File: config.mk
export PLATFORM = sky130hd
export DESIGN_NAME = byte_crc16_generator
export DESIGN_NICKNAME = d
export VERILOG_FILES = /design/src/pkg/crc16_pkg.sv /design/src/verilog/byte_crc16_generator.sv
export SDC_FILE = /design/constraint.sdc
export NUM_CORES = 1
export LEC_CHECK = 0
export BUFFER_PORTS_ARGS = -buffer_cell sky130_fd_sc_hd__buf_4
export CAP_MARGIN = 25
export CORE_MARGIN = 2
export CORE_UTILIZATION = 40
export CTS_BUF_LIST = sky130_fd_sc_hd__clkbuf_8
export CTS_CLUSTER_SIZE = 20
export DETAILED_ROUTE_END_ITERATION = 10
export PLACE_DENSITY = 0.71
export SLEW_MARGIN = 10
export SYNTH_ARGS = -nofsm -noshare
export SYNTH_HDL_FRONTEND = slang
export SYNTH_SLANG_ARGS = --single-unit
File: constraint.sdc
create_clock -name clk -period 2.25 [get_ports clk]
set_input_delay 0.1125 -clock clk [delete_from_list [all_inputs] [get_ports clk]]
set_output_delay 0.1125 -clock clk [all_outputs]
set_load 0.005 [all_outputs]
File: src/pkg/crc16_pkg.sv
// Constants and state type for the byte-serial CRC-16 generator
package crc16_pkg;

  // Register write selects
  localparam logic [1:0] SEL_CONTROL    = 2'h0;
  localparam logic [1:0] SEL_INPUT_BYTE = 2'h1;
  localparam logic [1:0] SEL_CHECK_LOW  = 2'h2;
  localparam logic [1:0] SEL_CHECK_HIGH = 2'h3;

  // Control register layout
  localparam int         POLYNOMIAL_SELECT_SEL_BIT   = 0;
  localparam logic [7:0] CONTROL_MASK   = 8'h01;

  // Polynomial select encodings and their feedback constants
  localparam logic       POLYNOMIAL_SELECT_CCITT     = 1'b0;
  localparam logic       POLYNOMIAL_SELECT_CRC16     = 1'b1;
  localparam logic [15:0] CCITT_CONST   = 16'h1021;
  localparam logic [15:0] CRC16_CONST   = 16'h8005;

  // Bits folded per written byte
  localparam int         BYTE_BITS      = 8;

  // Power-on values
  localparam logic [7:0] BYTE_RESET     = 8'h00;
  localparam logic       POLYNOMIAL_SELECT_RESET     = 1'b0;

  typedef struct packed {
    logic        polynomial_select;
    logic [7:0]  crc_input_byte;
    logic [7:0]  checksum_high_byte;
    logic [7:0]  checksum_low_byte;
  } crc_state_type;

endpackage

File: src/verilog/byte_crc16_generator.sv
// Byte-serial CRC generator with selectable CCITT or CRC-16 polynomial
`timescale 1ns/1ps
`default_nettype none

// Notes on behaviour
// - Each input byte write starts a checksum update
// - Update completes in one cycle, readable next
// - Temp high byte is input xor checksum high
// - Each bit step shifts left, zero enters
// - Shifted-out one applies polynomial xor
// - Constant 8005H for CRC-16, 1021H CCITT
// - Eight bit steps per written byte
// - Result stored back, successive bytes chain
// - Zero start, byte 01H gives reference values
// - Bytes 78h,56h,34h,12h reproduce listed checksums
// - Select bit 0, reset zero, upper bits zero
// - Three byte registers read/write, reset zero
module byte_crc16_generator (
  // Clock and reset
  input  wire logic       clk,
  input  wire logic       sys_rst,
  // Register write port
  input  wire logic       wr_en,
  input  wire logic [1:0] wr_sel,
  input  wire logic [7:0] wr_data,
  // Register read values
  output logic      [7:0] crc_control,
  output logic      [7:0] crc_input_byte,
  output logic      [7:0] checksum_high_byte,
  output logic      [7:0] checksum_low_byte
);

  crc16_pkg::crc_state_type state;
  crc16_pkg::crc_state_type next_state;

  // Whole byte folded combinationally so the result lands on the write edge;
  // eight chained stages cost depth but keep the update to a single cycle
  logic [15:0]                            feedback;
  logic [crc16_pkg::BYTE_BITS:0][15:0]    stage;

  assign feedback = (state.polynomial_select == crc16_pkg::POLYNOMIAL_SELECT_CRC16)
                  ? crc16_pkg::CRC16_CONST : crc16_pkg::CCITT_CONST;
  assign stage[0] = {state.checksum_high_byte ^ wr_data, state.checksum_low_byte};

  for (genvar i = 0; i < crc16_pkg::BYTE_BITS; i++) begin : g_bit_step
    logic [15:0] shifted;
    assign shifted      = {stage[i][14:0], 1'b0};
    assign stage[i + 1] = stage[i][15] ? (shifted ^ feedback) : shifted;
  end

  logic [15:0] folded;

  always_comb begin
    next_state = state;
    folded     = stage[crc16_pkg::BYTE_BITS];
    if (wr_en) begin
      case (wr_sel)
        crc16_pkg::SEL_CONTROL: begin
          next_state.polynomial_select = wr_data[crc16_pkg::POLYNOMIAL_SELECT_SEL_BIT];
        end
        crc16_pkg::SEL_INPUT_BYTE: begin
          // Uses the polynomial already held; a select written in the same
          // cycle cannot occur because the port carries one write per cycle
          next_state.crc_input_byte     = wr_data;
          next_state.checksum_high_byte = folded[15:8];
          next_state.checksum_low_byte  = folded[7:0];
        end
        crc16_pkg::SEL_CHECK_LOW: begin
          next_state.checksum_low_byte  = wr_data;
        end
        crc16_pkg::SEL_CHECK_HIGH: begin
          next_state.checksum_high_byte = wr_data;
        end
        default: begin
          next_state = state;
        end
      endcase
    end
  end

  always_ff @(posedge clk or posedge sys_rst) begin
    if (sys_rst) begin
      state.polynomial_select  <= crc16_pkg::POLYNOMIAL_SELECT_RESET;
      state.crc_input_byte     <= crc16_pkg::BYTE_RESET;
      state.checksum_high_byte <= crc16_pkg::BYTE_RESET;
      state.checksum_low_byte  <= crc16_pkg::BYTE_RESET;
    end else begin
      state <= next_state;
    end
  end

  assign crc_control        = {7'h00, state.polynomial_select} & crc16_pkg::CONTROL_MASK;
  assign crc_input_byte     = state.crc_input_byte;
  assign checksum_high_byte = state.checksum_high_byte;
  assign checksum_low_byte  = state.checksum_low_byte;

  logic [15:0] sum;
  logic        in_wr;
  assign sum   = {checksum_high_byte, checksum_low_byte};
  assign in_wr = wr_en && (wr_sel == crc16_pkg::SEL_INPUT_BYTE);
endmodule // byte_crc16_generator

`default_nettype wire

## Word-level counts from Yosys, hierarchy flattened

Cells that the tools add are included.
Widths: inputs -> output; s select.

| word-level totals | value |
|---|---|
| register bits | 25 |
| input bits | 13 |
| output and inout port bits | 32 |

| operators by class | value |
|---|---|
| eq/ne operators | 3 |
| muxes and demuxes | 11 |
| bitwise logic cells | 9 |
| reductions and logical operators | 7 |

Operators with widths:

| operator | count |
|---|---|
| $mux 16 | 9 |
| $xor 16x16->16 | 8 |
| $pmux 8 s2 | 2 |
| $reduce_and 2->1 | 4 |
| $xor 8x8->8 | 1 |
| $eq 2x2->1 const B | 2 |
| $reduce_bool 2->1 | 2 |
| $eq 2x1->1 const B | 1 |
| $logic_not 2->1 | 1 |

## Depth between registers and ports, before layout

| depth | value |
|---|---|
| depth in word-level cells | 18 |
| mapped depth | 9 |
| mapped depth without buffers | 8 |

## Least setup slack after synthesis

OpenSTA, ideal clock, no wires.

| timing | value |
|---|---|
| kind | register to register |
| start point | reg checksum_high_byte[6] (netlist name) |
| end point | reg checksum_high_byte[7] (netlist name) |
| library setup time | 69 ps |
| data arrival time | 2253 ps |
| data required time | 2181 ps |
| slack | -73 ps |
| cell stages (with the launch flop) | 8 |
| clock period less this slack | 2323 ps |
| cell sequence | dfrtp_1 -> xor2_2 -> and2b_4 -> xnor3_1 -> xnor3_1 -> a2111oi_0 -> nor2_1 -> nand3_1 |

| between the ends | value |
|---|---|
| word-level cells in the longest chain between the ends | 17 |

RTL lines:

| what | line | text |
|---|---|---|
| $xor 8x8->8 * | byte_crc16_generator.sv:43 | `assign stage[0] = {state.checksum_high_byte ^ wr_data, state.checksum_low_byte};` |
| $xor 16x16->16 | byte_crc16_generator.sv:48 | `assign stage[i + 1] = stage[i][15] ? (shifted ^ feedback) : shifted;` |
| $mux 16 * (2 in series) | byte_crc16_generator.sv:48 |  |
| $xor 16x16->16 | byte_crc16_generator.sv:48 |  |
| $mux 16 * | byte_crc16_generator.sv:48 |  |
| $xor 16x16->16 | byte_crc16_generator.sv:48 |  |
| $mux 16 * | byte_crc16_generator.sv:48 |  |
| $xor 16x16->16 | byte_crc16_generator.sv:48 |  |
| $mux 16 * | byte_crc16_generator.sv:48 |  |
| $xor 16x16->16 | byte_crc16_generator.sv:48 |  |
| $mux 16 * | byte_crc16_generator.sv:48 |  |
| $xor 16x16->16 | byte_crc16_generator.sv:48 |  |
| $mux 16 * | byte_crc16_generator.sv:48 |  |
| $xor 16x16->16 | byte_crc16_generator.sv:48 |  |
| $mux 16 * | byte_crc16_generator.sv:48 |  |
| $pmux 8 s2 * | byte_crc16_generator.sv:57 | `case (wr_sel)` |

Every way passes the cells marked *; elsewhere a longest branch is shown, timed or not.
A chain may end at the register's enable or synchronous reset.

## Worst setup path after layout

| timing | value |
|---|---|
| start point | reg checksum_high_byte[4] (netlist name) |
| end point | reg checksum_low_byte[2] (netlist name) |

| between the ends | value |
|---|---|
| word-level cells in the longest chain between the ends | 16 |

RTL lines:

| what | line |
|---|---|
| $xor 8x8->8 * | byte_crc16_generator.sv:43 |
| $xor 16x16->16 | byte_crc16_generator.sv:48 |
| $mux 16 * | byte_crc16_generator.sv:48 |
| $xor 16x16->16 | byte_crc16_generator.sv:48 |
| $mux 16 * | byte_crc16_generator.sv:48 |
| $xor 16x16->16 | byte_crc16_generator.sv:48 |
| $mux 16 * (2 in series) | byte_crc16_generator.sv:48 |
| $xor 16x16->16 | byte_crc16_generator.sv:48 |
| $mux 16 * (2 in series) | byte_crc16_generator.sv:48 |
| $xor 16x16->16 or $mux 16 (tied branches) | byte_crc16_generator.sv:48 |
| $mux 16 * | byte_crc16_generator.sv:48 |
| $xor 16x16->16 or $mux 16 (tied branches) | byte_crc16_generator.sv:48 |
| $mux 16 * | byte_crc16_generator.sv:48 |
| $pmux 8 s2 * | byte_crc16_generator.sv:57 |

Marks and branches as above.

==> results.toml <==
[power]
ir_drop_mv = 0.864
p_total_mw = 4.64
leakage_nw = 1.27
power_density_nw_per_um2 = 1710

[die]
die_y_um = 76.3
rows = 26
fp.dieArea_sq_um = 5820
num_io_pins = 45
start_util_pct = 41.2
fp.dieW_um = 76.3
core_sq_um = 5070

[finish]
drive_gt1_share_pct = 37.0
utilization_pct = 53.3
syn_to_final_growth_pct = 29.4
diodes = 0
nNetsFinal = 288

[critical_path]
reg2reg_to = "checksum_low_byte[2]"
critPathSlowestCell = "dfrtp_1"
worstPathRequired_ps = 2420
rr_startpoint = "checksum_high_byte[4]"
reg2reg_depth = 8
cp_slowest_stage_delay_ps = 420
crit_buf_inv = 1
critPathTopFamily = "XOR/XNOR gates"
arrival_ps = 2460
crit_type = "reg2reg"
r2r_slack_ps = -40
start_kind = "register"
worstPathCellList = "xnor2_2 > xnor2_2 > buf_4 > xnor3_1 > xnor3_1 > a21oi_2 > xor2_2 > o32ai_2"
crit_path_end_kind = "register"
path_max_fanout = 3

[global_routing]
grt_max_degree = 26
grt_pass1_vias = 1633
grt_pass1_wl_um = 8410
gr-total-overflow = 0
antenna_found_initial = 0
grt.total_usage_pct = 18.1

[logic_synthesis]
syn_inst = 213
synth_edf_count = 0
ys_seq_area_share_pct = 29.9
synth.most_common_cell = "dfrtp_1"
synthTopCellsByArea = "dfrtp_1 30%, xnor2_1 7.1%, xnor3_1 6.5%"
async_reset_ff_share_pct = 100
netlist.area_leader.share_pct = 29.9
synth_cell_types = 42
yosys-top-cells-count = "25 x dfrtp_1, 19 x nand2_1, 17 x xnor2_1"
yosysWarnings = 0
synth-seq-cells = 25
synth_top_cell_by_area = "dfrtp_1"
synth.avg_cell_area_sq_um = 9.82
ys.flop_type = "dfrtp_1"
netlist_area_sq_um = 2090

[placed_design]
gp_congestion = 0.857
hpwl_um = 3710
port_buffers = 37
pre_cts_slack_ps = -36.5

[clock_network]
cts_tree = "built"
clk_latency_ps = 280
h-tree-depth = 1
cts_buffers = 3
clkSinkCount = 25
clkTransAtPathRegs_ps = 100
clock-root-buffer = "clkbuf_8"
cts_buffer_depth = 2

[sta]
period_needed_ps = 2290
drv_slew = 0
max_slew_margin_pct = 60.3
tightestPinTransition_ps = 596
setup_violations = 3
fin_skew_ps = 4.09
max_freq_mhz = 436
rsz0062_at_grt = "yes"
hold_viol_final = 0
layout_setup_ws_ps = -44.0
fin_crit_sh_pct = 102

[hold_path]
holdPathEnd = "crc_input_byte[3]"
hp-start = "wr_data[3]"
hold_class = "in2reg"
hold_depth = 2

[routing]
drt_first_pass_iters = 4
drc = 0
via_per_inst = 5.05
num_vias = 1718
detail-route-antenna-nets = 0
routed_wl_um = 5300
first_iter_violations = 113
wire_per_inst_um = 15.6

[flow_run]
maxCapViolations = 0

[outcome]
status = "finished with violations"
violations = "negative setup slack"
-- cells by family (layout without fill, tap and decap cells) --
logic type               after synthesis  count (layout)  synth area share (%)
AO/OA/AOI/OAI                         39              39                  10.9
XOR/XNOR                              44              44                  27.4
adder cells (fa/ha/maj)                4               4                  2.39
buffers and inverters                 21              72                  5.63
flip-flops                            25              25                  29.9
multiplexers                          18              18                  9.28
other                                  1               7                 0.179
AND/OR/NAND/NOR                       61              61                  14.3
-- worst max path at each step --
stage                                     start              endpoint  slack [ps]  cells past startpoint
after floorplan           checksum_high_byte[6]  checksum_low_byte[1]           1                      7
after global placement    checksum_high_byte[7]  checksum_low_byte[2]          40                      7
after detailed placement  checksum_high_byte[7]  checksum_low_byte[0]         -40                      7
after CTS                 checksum_high_byte[4]  checksum_low_byte[0]           5                      8
after global routing      checksum_high_byte[7]  checksum_low_byte[2]        -120                      8
final                     checksum_high_byte[4]  checksum_low_byte[2]         -40                      8
-- power by group --
group / internal [mW] / leakage (nW) / switching [mW]
Clock: 0.125 / 0.0255 / 0.166
Sequential: 0.620 / 0.302 / 0.190
Combinational: 1.95 / 0.939 / 1.59
-- cell usage in the layout, fill, tap and decap left out, drive strengths merged, types with 4 or more instances in the layout --
cell / count
nor2: 15
xnor2: 23
dfrtp: 25
ha: 4
o21ai: 16
mux2: 11
buf: 63
conb: 7
inv: 4
nand3: 6
xnor3: 6
mux2i: 7
nand2: 19
xor2: 14
a21oi: 15
-- area by class of cell --
type / count / area (sq um)
clock buffers: 3 / 41.3
clock inverters: 1 / 5.00
fillers: 466 / 2370
inverters: 4 / 15.0
multi-input cells: 173 / 1440
flip-flops and latches: 25 / 627
well taps: 70 / 87.6
repair buffers: 64 / 495
-- registers in the layout, indices dropped and copies added, names as in the netlist --
| register | count |
|---|---|
| crc_control | 1 |
| crc_input_byte | 8 |
| checksum_low_byte | 8 |
| checksum_high_byte | 8 |
-- worst register-to-register path: cells and delay by family, from the launching register on --
kind / cells / cell delay, ps
buf+inv: 1 / 170
compound gates: 2 / 340
xor+xnor: 5 / 1250
flops: 1 / 420
-- stage by stage --
stage                     cell area [sq um]  setup TNS [ps]  hold slack (ps)  cells
after global placement                 2550               0              199    331
after floorplan                        2120               0              140    219
after global routing                   2710            -402              101    340
final                                  2710           -90.5             97.3    340
after CTS                              2620               0             97.7    336
after detailed placement               2550           -65.4              200    331
-- per-layer routing --
metal | share of wire [%] | global-route usage, % | vias to the layer above
met5 | 0 | 0 | -
met4 | 1.5 | 3.27 | 0
met3 | 6.3 | 2.49 | 8
met2 | 47 | 30.4 | 62
met1 | 45 | 25.3 | 822
li1 | - | - | 826
-- timing repair --
item,4_1_cts,5_1_grt
hold buffers,1,0
cloned,0,0
gates resized for setup,3,7
pin swaps,8,7
buffers inserted,0,4
setup endpoints to repair,3,5
endpoints found under the hold margin,25,0
No activity file was read; power rests on OpenSTA's default activity.
